<file path="config.mk">
export PLATFORM = sky130hd
export DESIGN_NAME = sdt_core
export DESIGN_NICKNAME = d
export VERILOG_FILES = /design/src/sdt_pkg.sv /design/src/sdt_lane.sv /design/src/sdt_core.sv
export VERILOG_INCLUDE_DIRS = /design/src
export SDC_FILE = /design/constraint.sdc
export NUM_CORES = 1
export LEC_CHECK = 0
export ABC_AREA = 1
export BUFFER_PORTS_ARGS = -buffer_cell sky130_fd_sc_hd__buf_2
export CAP_MARGIN = 10
export CORE_MARGIN = 1
export CORE_UTILIZATION = 50
export CTS_CLUSTER_DIAMETER = 150
export DETAILED_ROUTE_END_ITERATION = 12
export PLACE_DENSITY_LB_ADDON = 0.05
export SLEW_MARGIN = 0
export SYNTH_ARGS = -nofsm -noshare
export SYNTH_HDL_FRONTEND = slang
export SYNTH_SLANG_ARGS = --single-unit
export TNS_END_PERCENT = 5
</file>
<file path="constraint.sdc">
create_clock -name clk_i -period 7.2 [get_ports clk_i]
set_input_delay 0.72 -clock clk_i [delete_from_list [all_inputs] [get_ports clk_i]]
set_output_delay 0.72 -clock clk_i [all_outputs]
set_load 0.005 [all_outputs]
</file>
<file path="src/sdt_regs.svh">
// register offsets, instruction field positions and reset values for the transfer unit
`ifndef SDT_REGS_SVH
`define SDT_REGS_SVH

// ==========================================================
// wishbone register map (byte addresses)
`define SDT_OFS_CTRL      8'h00
`define SDT_OFS_STATUS    8'h04
`define SDT_OFS_DONE_CNT  8'h08
`define SDT_OFS_SKIP_CNT  8'h0c
`define SDT_OFS_LAST_ADDR 8'h10

// ==========================================================
// register fields and reset values
`define SDT_CTRL_EN_BIT    0
`define SDT_CTRL_RESET     32'h0000_0001
`define SDT_STATUS_BUSY    0
`define SDT_STATUS_WAIT    1

// ==========================================================
// instruction fields
`define SDT_F_COND_HI 31
`define SDT_F_COND_LO 28
`define SDT_F_I       25
`define SDT_F_P       24
`define SDT_F_U       23
`define SDT_F_B       22
`define SDT_F_W       21
`define SDT_F_L       20
`define SDT_F_RN_HI   19
`define SDT_F_RN_LO   16
`define SDT_F_RD_HI   15
`define SDT_F_RD_LO   12
`define SDT_F_IMM_HI  11
`define SDT_F_SAMT_HI 11
`define SDT_F_SAMT_LO 7
`define SDT_F_STYP_HI 6
`define SDT_F_STYP_LO 5

// flag positions within flags_i
`define SDT_FLAG_N 3
`define SDT_FLAG_Z 2
`define SDT_FLAG_C 1
`define SDT_FLAG_V 0

`endif

</file>
<file path="src/sdt_pkg.sv">
// types shared by the transfer unit
package sdt_pkg;

	typedef enum logic [1:0] {
		SDT_IDLE = 2'b00,
		SDT_MEM  = 2'b01,
		SDT_DONE = 2'b10
	} sdt_state_t;

	typedef enum logic [1:0] {
		SDT_LSL = 2'b00,
		SDT_LSR = 2'b01,
		SDT_ASR = 2'b10,
		SDT_ROR = 2'b11
	} sdt_shift_t;

endpackage

</file>
<file path="src/sdt_lane.sv">
// byte lane steering: load extraction/rotation and store replication
module sdt_lane
	import sdt_pkg::*;
(
	input  wire logic        big_i,   // big-endian lane order
	input  wire logic        byte_i,  // byte transfer
	input  wire logic [1:0]  sel_i,   // address bits 1:0
	input  wire logic [31:0] rdata_i, // word from the data bus
	input  wire logic [31:0] src_i,   // store source register
	output logic      [31:0] load_o,  // value for the destination register
	output logic      [31:0] store_o  // word driven on the data bus
);

	logic [1:0]  lane;
	logic [4:0]  rot;
	logic [63:0] dbl;

	always_comb begin
		// big-endian counts lanes downward from bits 31:24
		lane = big_i ? ~sel_i : sel_i;
		rot  = {sel_i, 3'b000};
		dbl  = {rdata_i, rdata_i} >> rot;
		if (byte_i) begin
			load_o = {24'h00_0000, rdata_i[8*lane +: 8]};
			store_o = {4{src_i[7:0]}};
		end else begin
			// one rotation for both orders: the addressed byte ends in 7:0 only for little-endian
			load_o = dbl[31:0];
			store_o = src_i;
		end
	end

endmodule

</file>
<file path="src/sdt_core.sv">
// single data transfer unit: address generation, indexing, lane steering, wishbone control
`include "sdt_regs.svh"

module sdt_core
	import sdt_pkg::*;
(
	input  wire logic        clk_i,              // core clock
	input  wire logic        arst_n_i,           // async reset, active low
	input  wire logic        wb_cyc_i,           // wishbone cycle
	input  wire logic        wb_stb_i,           // wishbone strobe
	input  wire logic        wb_we_i,            // wishbone write
	input  wire logic [7:0]  wb_adr_i,           // wishbone byte address
	input  wire logic [3:0]  wb_sel_i,           // wishbone byte select
	input  wire logic [31:0] wb_dat_i,           // wishbone write data
	output logic      [31:0] wb_dat_o,           // wishbone read data
	output logic             wb_ack_o,           // wishbone acknowledge
	input  wire logic        instr_valid_i,      // instruction offered
	output logic             instr_ready_o,      // instruction taken when valid
	input  wire logic [31:0] instr_i,            // instruction word
	input  wire logic [3:0]  flags_i,            // n z c v
	input  wire logic [31:0] base_register_i,    // base register value
	input  wire logic [31:0] offset_reg_i,       // offset register value
	input  wire logic [31:0] src_reg_i,          // store source value
	input  wire logic        endianness_select_i, // high: big-endian
	output logic             mem_req_o,          // memory request, held to ack
	output logic [31:0]      mem_addr_o,         // transfer address
	output logic             mem_we_o,           // store
	output logic             mem_byte_o,         // byte transfer
	output logic             mem_user_o,         // non-privileged access
	output logic [31:0]      mem_wdata_o,        // store data
	input  wire logic [31:0] mem_rdata_i,        // load data
	input  wire logic        mem_ack_i,          // memory done
	output logic             rd_we_o,            // destination write pulse
	output logic [3:0]       rd_idx_o,           // destination index
	output logic [31:0]      rd_data_o,          // destination value
	output logic             base_we_o,          // base write-back pulse
	output logic [3:0]       base_idx_o,         // base index
	output logic [31:0]      base_data_o,        // modified base
	output logic             skip_o              // condition failed pulse
);

	// ==========================================================
	// decode helpers
	function automatic logic cond_pass(input logic [3:0] c, input logic [3:0] f);
		logic n, z, cy, v;
		n  = f[`SDT_FLAG_N];
		z  = f[`SDT_FLAG_Z];
		cy = f[`SDT_FLAG_C];
		v  = f[`SDT_FLAG_V];
		case (c)
			4'h0: cond_pass = z;
			4'h1: cond_pass = !z;
			4'h2: cond_pass = cy;
			4'h3: cond_pass = !cy;
			4'h4: cond_pass = n;
			4'h5: cond_pass = !n;
			4'h6: cond_pass = v;
			4'h7: cond_pass = !v;
			4'h8: cond_pass = cy && !z;
			4'h9: cond_pass = !cy || z;
			4'ha: cond_pass = n == v;
			4'hb: cond_pass = n != v;
			4'hc: cond_pass = !z && (n == v);
			4'hd: cond_pass = z || (n != v);
			4'he: cond_pass = 1'b1;
			default: cond_pass = 1'b0;
		endcase
	endfunction

	// immediate-amount shifter; amount zero encodes the 32-place and rrx forms
	function automatic logic [31:0] shift_imm(input logic [31:0] val, input sdt_shift_t typ,
			input logic [4:0] amt, input logic cin);
		logic [63:0] rr;
		rr = {val, val} >> amt;
		case (typ)
			SDT_LSL: shift_imm = val << amt;
			SDT_LSR: shift_imm = (amt == 5'h00) ? 32'h0000_0000 : (val >> amt);
			SDT_ASR: shift_imm = (amt == 5'h00) ? {32{val[31]}} : 32'($signed(val) >>> amt);
			SDT_ROR: shift_imm = (amt == 5'h00) ? {cin, val[31:1]} : rr[31:0];
			default: shift_imm = val;
		endcase
	endfunction

	// ==========================================================
	// wishbone registers
	logic [31:0] ctrl, next_ctrl;
	logic [31:0] done_cnt, next_done_cnt;
	logic [31:0] skip_cnt, next_skip_cnt;
	logic [31:0] last_addr, next_last_addr;
	logic [31:0] next_wb_dat;
	logic        next_wb_ack;
	logic        wb_hit;

	// ==========================================================
	// transfer state
	sdt_state_t  state, next_state;
	logic [31:0] ins, next_ins;
	logic [31:0] addr, next_addr;
	logic [31:0] modaddr, next_modaddr;
	logic [31:0] src, next_src;
	logic [31:0] rdata, next_rdata;
	logic        skip, next_skip;
	logic [31:0] offset;
	logic [31:0] modified;
	logic [31:0] lane_load;
	logic [31:0] lane_store;
	logic        take;

	sdt_lane u_lane (
		.big_i   (endianness_select_i),
		.byte_i  (ins[`SDT_F_B]),
		.sel_i   (addr[1:0]),
		.rdata_i (rdata),
		.src_i   (src),
		.load_o  (lane_load),
		.store_o (lane_store)
	);

	assign instr_ready_o = (state == SDT_IDLE) && ctrl[`SDT_CTRL_EN_BIT];
	assign take          = instr_valid_i && instr_ready_o;

	always_comb begin
		// register offset only takes the immediate shift amount
		if (instr_i[`SDT_F_I]) begin
			offset = shift_imm(offset_reg_i, sdt_shift_t'(instr_i[`SDT_F_STYP_HI:`SDT_F_STYP_LO]),
				instr_i[`SDT_F_SAMT_HI:`SDT_F_SAMT_LO], flags_i[`SDT_FLAG_C]);
		end else begin
			offset = {20'h0_0000, instr_i[`SDT_F_IMM_HI:0]};
		end
		modified = instr_i[`SDT_F_U] ? base_register_i + offset
			: base_register_i - offset;
	end

	always_comb begin
		next_state   = state;
		next_ins     = ins;
		next_addr    = addr;
		next_modaddr = modaddr;
		next_src     = src;
		next_rdata   = rdata;
		next_skip    = 1'b0;
		case (state)
			SDT_IDLE: begin
				if (take) begin
					next_ins = instr_i;
					if (cond_pass(instr_i[`SDT_F_COND_HI:`SDT_F_COND_LO], flags_i)) begin
						next_addr    = instr_i[`SDT_F_P] ? modified : base_register_i;
						next_modaddr = modified;
						next_src     = src_reg_i;
						next_state   = SDT_MEM;
					end else begin
						next_skip = 1'b1;
					end
				end
			end
			SDT_MEM: begin
				// request stays up until the memory answers
				if (mem_ack_i) begin
					next_rdata = mem_rdata_i;
					next_state = SDT_DONE;
				end
			end
			SDT_DONE: begin
				next_state = SDT_IDLE;
			end
			default: begin
				next_state = SDT_IDLE;
			end
		endcase
	end

	always_ff @(posedge clk_i or negedge arst_n_i) begin
		if (!arst_n_i) begin
			state   <= SDT_IDLE;
			ins     <= 32'h0000_0000;
			addr    <= 32'h0000_0000;
			modaddr <= 32'h0000_0000;
			src     <= 32'h0000_0000;
			rdata   <= 32'h0000_0000;
			skip    <= 1'b0;
		end else begin
			state   <= next_state;
			ins     <= next_ins;
			addr    <= next_addr;
			modaddr <= next_modaddr;
			src     <= next_src;
			rdata   <= next_rdata;
			skip    <= next_skip;
		end
	end

	// ==========================================================
	// memory side and register bank outputs
	assign mem_req_o   = (state == SDT_MEM);
	assign mem_addr_o  = addr;
	assign mem_we_o    = !ins[`SDT_F_L];
	assign mem_byte_o  = ins[`SDT_F_B];
	// lets the mmu treat an os-issued access as user
	assign mem_user_o  = !ins[`SDT_F_P] && ins[`SDT_F_W];
	assign mem_wdata_o = lane_store;

	always_comb begin
		rd_we_o     = (state == SDT_DONE) && ins[`SDT_F_L];
		rd_idx_o    = ins[`SDT_F_RD_HI:`SDT_F_RD_LO];
		rd_data_o   = lane_load;
		// post-index always writes back; pre-index only with w set
		base_we_o   = (state == SDT_DONE) && (!ins[`SDT_F_P] || ins[`SDT_F_W]);
		base_idx_o  = ins[`SDT_F_RN_HI:`SDT_F_RN_LO];
		base_data_o = modaddr;
		skip_o      = skip;
	end

	// ==========================================================
	// wishbone slave: one wait state, unmapped reads zero and writes are dropped
	assign wb_hit = wb_cyc_i && wb_stb_i && !wb_ack_o;

	always_comb begin
		next_ctrl      = ctrl;
		next_done_cnt  = done_cnt;
		next_skip_cnt  = skip_cnt;
		next_last_addr = last_addr;
		next_wb_ack    = wb_hit;
		next_wb_dat    = 32'h0000_0000;
		if (state == SDT_DONE) begin
			next_done_cnt  = done_cnt + 32'h0000_0001;
			next_last_addr = addr;
		end
		if (skip) begin
			next_skip_cnt = skip_cnt + 32'h0000_0001;
		end
		if (wb_hit && wb_we_i && wb_adr_i == `SDT_OFS_CTRL && wb_sel_i[0]) begin
			next_ctrl = {31'h0000_0000, wb_dat_i[`SDT_CTRL_EN_BIT]};
		end
		if (wb_hit && !wb_we_i) begin
			case (wb_adr_i)
				`SDT_OFS_CTRL:      next_wb_dat = ctrl;
				`SDT_OFS_STATUS:    next_wb_dat = {30'h0000_0000, mem_req_o, state != SDT_IDLE};
				`SDT_OFS_DONE_CNT:  next_wb_dat = done_cnt;
				`SDT_OFS_SKIP_CNT:  next_wb_dat = skip_cnt;
				`SDT_OFS_LAST_ADDR: next_wb_dat = last_addr;
				default:            next_wb_dat = 32'h0000_0000;
			endcase
		end
	end

	always_ff @(posedge clk_i or negedge arst_n_i) begin
		if (!arst_n_i) begin
			ctrl      <= `SDT_CTRL_RESET;
			done_cnt  <= 32'h0000_0000;
			skip_cnt  <= 32'h0000_0000;
			last_addr <= 32'h0000_0000;
			wb_ack_o  <= 1'b0;
			wb_dat_o  <= 32'h0000_0000;
		end else begin
			ctrl      <= next_ctrl;
			done_cnt  <= next_done_cnt;
			skip_cnt  <= next_skip_cnt;
			last_addr <= next_last_addr;
			wb_ack_o  <= next_wb_ack;
			wb_dat_o  <= next_wb_dat;
		end
	end
endmodule

</file>
==> impl_table.tex <==
\begin{tabular}{lr}
\hline
Metric & Value \\
\hline
\multicolumn{2}{l}{\textbf{Routing}} \\
Average wire length per cell after detail routing & 18.77 microns \\
Count of routing violations after the opening detailed-route iteration & 2,373 \\
Drt pass-1 iters & 6 \\
Via count & 22,390 \\
Total routed wirelength & 74,300 microns \\
DR DRC count & 0 \\
Post-detailed-route via-to-cell ratio & 5.654 \\
Residual antenna-violating net count after detailed routing & 0 \\
\multicolumn{2}{l}{\textbf{Synth}} \\
Sequential cell area fraction in the yosys report & 33.16\% \\
Top cells by count, synth & nand2\_1 (1,026), nand3\_1 (304), inv\_1 (295), dfrtp\_1 (272), o21ai\_0 (251) \\
Cell with the most instances after synthesis & nand2\_1 \\
Top area cells in the synthesized netlist & dfrtp\_1 (33\%), nand2\_1 (19\%), nand3\_1 (7.4\%) \\
Netlist area before placement & 20,610 sq um \\
Fraction of synthesized cell area taken by the top area cell type & 33.03\% \\
Synth area leader & dfrtp\_1 \\
Yosys reg bits & 273 \\
Count of yosys warnings during synthesis & 0 \\
Proportion of register bits with asynchronous set or reset after synthesis & 100.0\% \\
Post-synth cell types & 58 \\
EDFF count, synth & 0 \\
Commonest register cell after synthesis & dfrtp\_1 \\
Syn avg cell area & 6.532 sq um \\
Instance count of the mapped netlist & 3,155 \\
Total nets after synthesis & 3,407 \\
\multicolumn{2}{l}{\textbf{Clock tree}} \\
Clock insertion delay at the later pin of the skew report & 0.59 ns \\
CTS-repair resized insts & 0 \\
Setup bufs post-CTS & 0 \\
Root buffer cell & clkbuf\_16 \\
Number of clock sinks & 273 \\
Clock-pin slew of the registers on the worst-case setup and hold paths & 0.06 ns \\
TritonCTS clock tree & done \\
Count of hold-fix buffers inserted at cts & 0 \\
Maximum clock insertion buffer count & 3 \\
CTS buffer count & 30 \\
H-tree levels & 1 \\
\multicolumn{2}{l}{\textbf{Worst hold path}} \\
Hold WC Path Type & in -> async \\
\multicolumn{2}{l}{\textbf{GRT}} \\
Pin count of the biggest net entering global routing & 172 \\
Initial antenna violation count & 3 \\
First-pass GRT wire length & 114,300 microns \\
GRT overflow & 0 \\
Total global routing track utilization & 34.77\% \\
Vias in the first global route & 20,700 \\
\multicolumn{2}{l}{\textbf{Timing}} \\
Slew at the pin closest to its max-slew limit & 1.161 ns \\
Post-layout worst setup margin & 1.305 ns \\
Max-slew violation total from the final report & 0 \\
Total of endpoints with negative setup slack in the final report & 0 \\
Final worst path period share & 81.87\% \\
RSZ-0062 raised after global routing & false \\
Max-slew headroom & 22.02\% \\
Number of hold-slack violations in the final timing report & 0 \\
Clock tree skew after final layout & 0.01981 ns \\
Max Clock Freq & 0.1696 GHz \\
Final critical path time including I/O delays and setup & 5.895 ns \\
Setup Total Neg Slack & 0 ns \\
\multicolumn{2}{l}{\textbf{Setup path}} \\
R2r endpoint & mem\_addr\_o[0]\$\_DFFE\_PN0P\_ \\
Startpoint types & input port \\
Reg-to-Reg Start & ctrl[0]\$\_DFFE\_PN1P\_ \\
Class of the most critical setup path & in -> reg \\
R2R depth & 9 \\
Longest individual stage delay on the worst path & 0.77 ns \\
Register-to-register setup slack & 3.20 ns \\
Start point of the critical path & instr\_i[8] \\
Crit-path most repeated cell & nand3\_1 \\
Data arrival time of the worst path & 6.32 ns \\
Slowest-stage cell, CP & inv\_2 \\
Crit path max fanout & 57 \\
Element type at the critical path end & flop \\
Required time of the worst setup path & 7.62 ns \\
\multicolumn{2}{l}{\textbf{Pwr}} \\
Static Leakage & 12.54 nW \\
Power density over the cells & 287.5 nW/um\^{}2 \\
Max rail drop VDD & 0.2246 mV \\
\multicolumn{2}{l}{\textbf{Floorplan}} \\
Number of ports placed on the die boundary & 393 \\
Die Ht & 205.0 microns \\
Placement row count & 74 \\
Starting utilization of the core area & 50.58\% \\
Area of the core region & 40,740 sq um \\
Die area & 42,030 sq um \\
Die width & 205.0 microns \\
\multicolumn{2}{l}{\textbf{Job}} \\
\# Max-Cap Violations & 0 \\
\multicolumn{2}{l}{\textbf{Placed design}} \\
Number of input and output port buffers inserted & 356 \\
Final weighted congestion in routability-driven placement & 0.9861 \\
Pre-CTS setup slack & 0.9156 ns \\
Detailed placement HPWL & 55,840 microns \\
\multicolumn{2}{l}{\textbf{Finish}} \\
Growth of design area from synthesis to finish & 14.19\% \\
Number of nets in the final layout & 3,653 \\
Share of final-layout standard cells stronger than drive strength 1 & 14.95\% \\
\multicolumn{2}{l}{\textbf{Status}} \\
Status & finished clean \\
\hline
\end{tabular}
registers in the layout, summed over array words and instances, names as in the netlist:
name         flops
wb_dat_o        32
src             32
ins             12
skip_o           1
state            2
wb_ack_o         1
base_data_o     32
rdata           32
mem_addr_o      32
last_addr       32
done_cnt        32
ctrl             1
skip_cnt        32
worst max-delay path by stage:
stage / to / cells after the start
CTS: mem_addr_o[20]$_DFFE_PN0P_ / 26
finish: mem_addr_o[20]$_DFFE_PN0P_ / 26
detailed placement: mem_addr_o[20]$_DFFE_PN0P_ / 26
global route: mem_addr_o[28]$_DFFE_PN0P_ / 32
floorplan: mem_addr_o[22]$_DFFE_PN0P_ / 27
global placement: mem_addr_o[28]$_DFFE_PN0P_ / 30
cell usage in the layout (no fill, tap or decap), drive strengths merged, types with 6 or more instances in the layout:
cell type / n
a211oi: 6
a21oi: 125
a31oi: 13
buf: 392
clkbuf: 45
clkinv: 8
dfrtp: 272
ha: 35
inv: 312
mux2i: 8
nand2: 1041
nand3: 309
nand4: 22
nor2: 232
nor3: 27
nor4: 17
o211ai: 48
o21ai: 313
o221ai: 8
o22ai: 29
o31ai: 9
or2: 13
xnor2: 34
xor2: 71
metal layers:
| layer | global-route usage [%] | vias to the layer above | share of wire (%) | wire length, microns |
|---|---|---|---|---|
| li1 | - | 10750 | - | - |
| met2 | 54.05 | 1054 | 44 | 32660 |
| met4 | 13.81 | 4 | 4.1 | 3070 |
| met1 | 48.44 | 10400 | 43 | 32270 |
| met3 | 5.075 | 171 | 8.4 | 6268 |
| met5 | 0 | - | 0.036 | 27 |
where the power goes:
part	switching, mW	internal [mW]
logic	1.78	1.01
registers	0.354	2.00
clock network	0.647	0.971
cell families (layout without fill, tap and decap cells):
| logic type | after synthesis | count (layout) | synth area share [%] |
|---|---|---|---|
| AO/OA/AOI/OAI | 575 | 575 | 15.62 |
| other | 0 | 2 | 0 |
| flip-flops | 273 | 273 | 33.16 |
| XOR/XNOR | 105 | 105 | 4.463 |
| AND/OR/NAND/NOR | 1666 | 1666 | 34.09 |
| multiplexers | 9 | 9 | 0.4432 |
| adder cells (fa/ha/maj) | 36 | 36 | 2.222 |
| buffers and inverters | 491 | 761 | 10.01 |
cell type report:
class | count | area, sq um
repair buffers | 392 | 2074
diodes | 2 | 5.005
flip-flops and latches | 273 | 6833
inverters | 313 | 1175
fillers | 4099 | 17210
multi-input cells | 2391 | 11730
clock inverters | 11 | 190.2
clock buffers | 45 | 857.1
well taps | 532 | 665.6
metrics by stage:
stage | cells | total power, mW | cell area, sq um | hold WS [ns] | util, %
floorplan | 3155 | 4.013 | 20610 | 0.4244 | -
global placement | 3901 | 5.056 | 22480 | 0.4337 | 55.18
detailed placement | 3901 | 5.118 | 22480 | 0.4440 | 55.18
CTS | 3957 | 6.762 | 23530 | 0.1720 | 57.75
global route | 3957 | 7.245 | 23530 | 0.1843 | 57.75
finish | 3959 | 6.765 | 23530 | 0.1125 | 57.76
critical path, delay by kind of cell:
family | cells | cell delay (ns)
compound gates | 9 | 2.18
xor+xnor | 2 | 0.36
fa+ha+maj | 2 | 0.59
buf+inv | 4 | 1.25
simple gates | 9 | 1.18
Note: power is estimated with default switching activity, not from simulation.
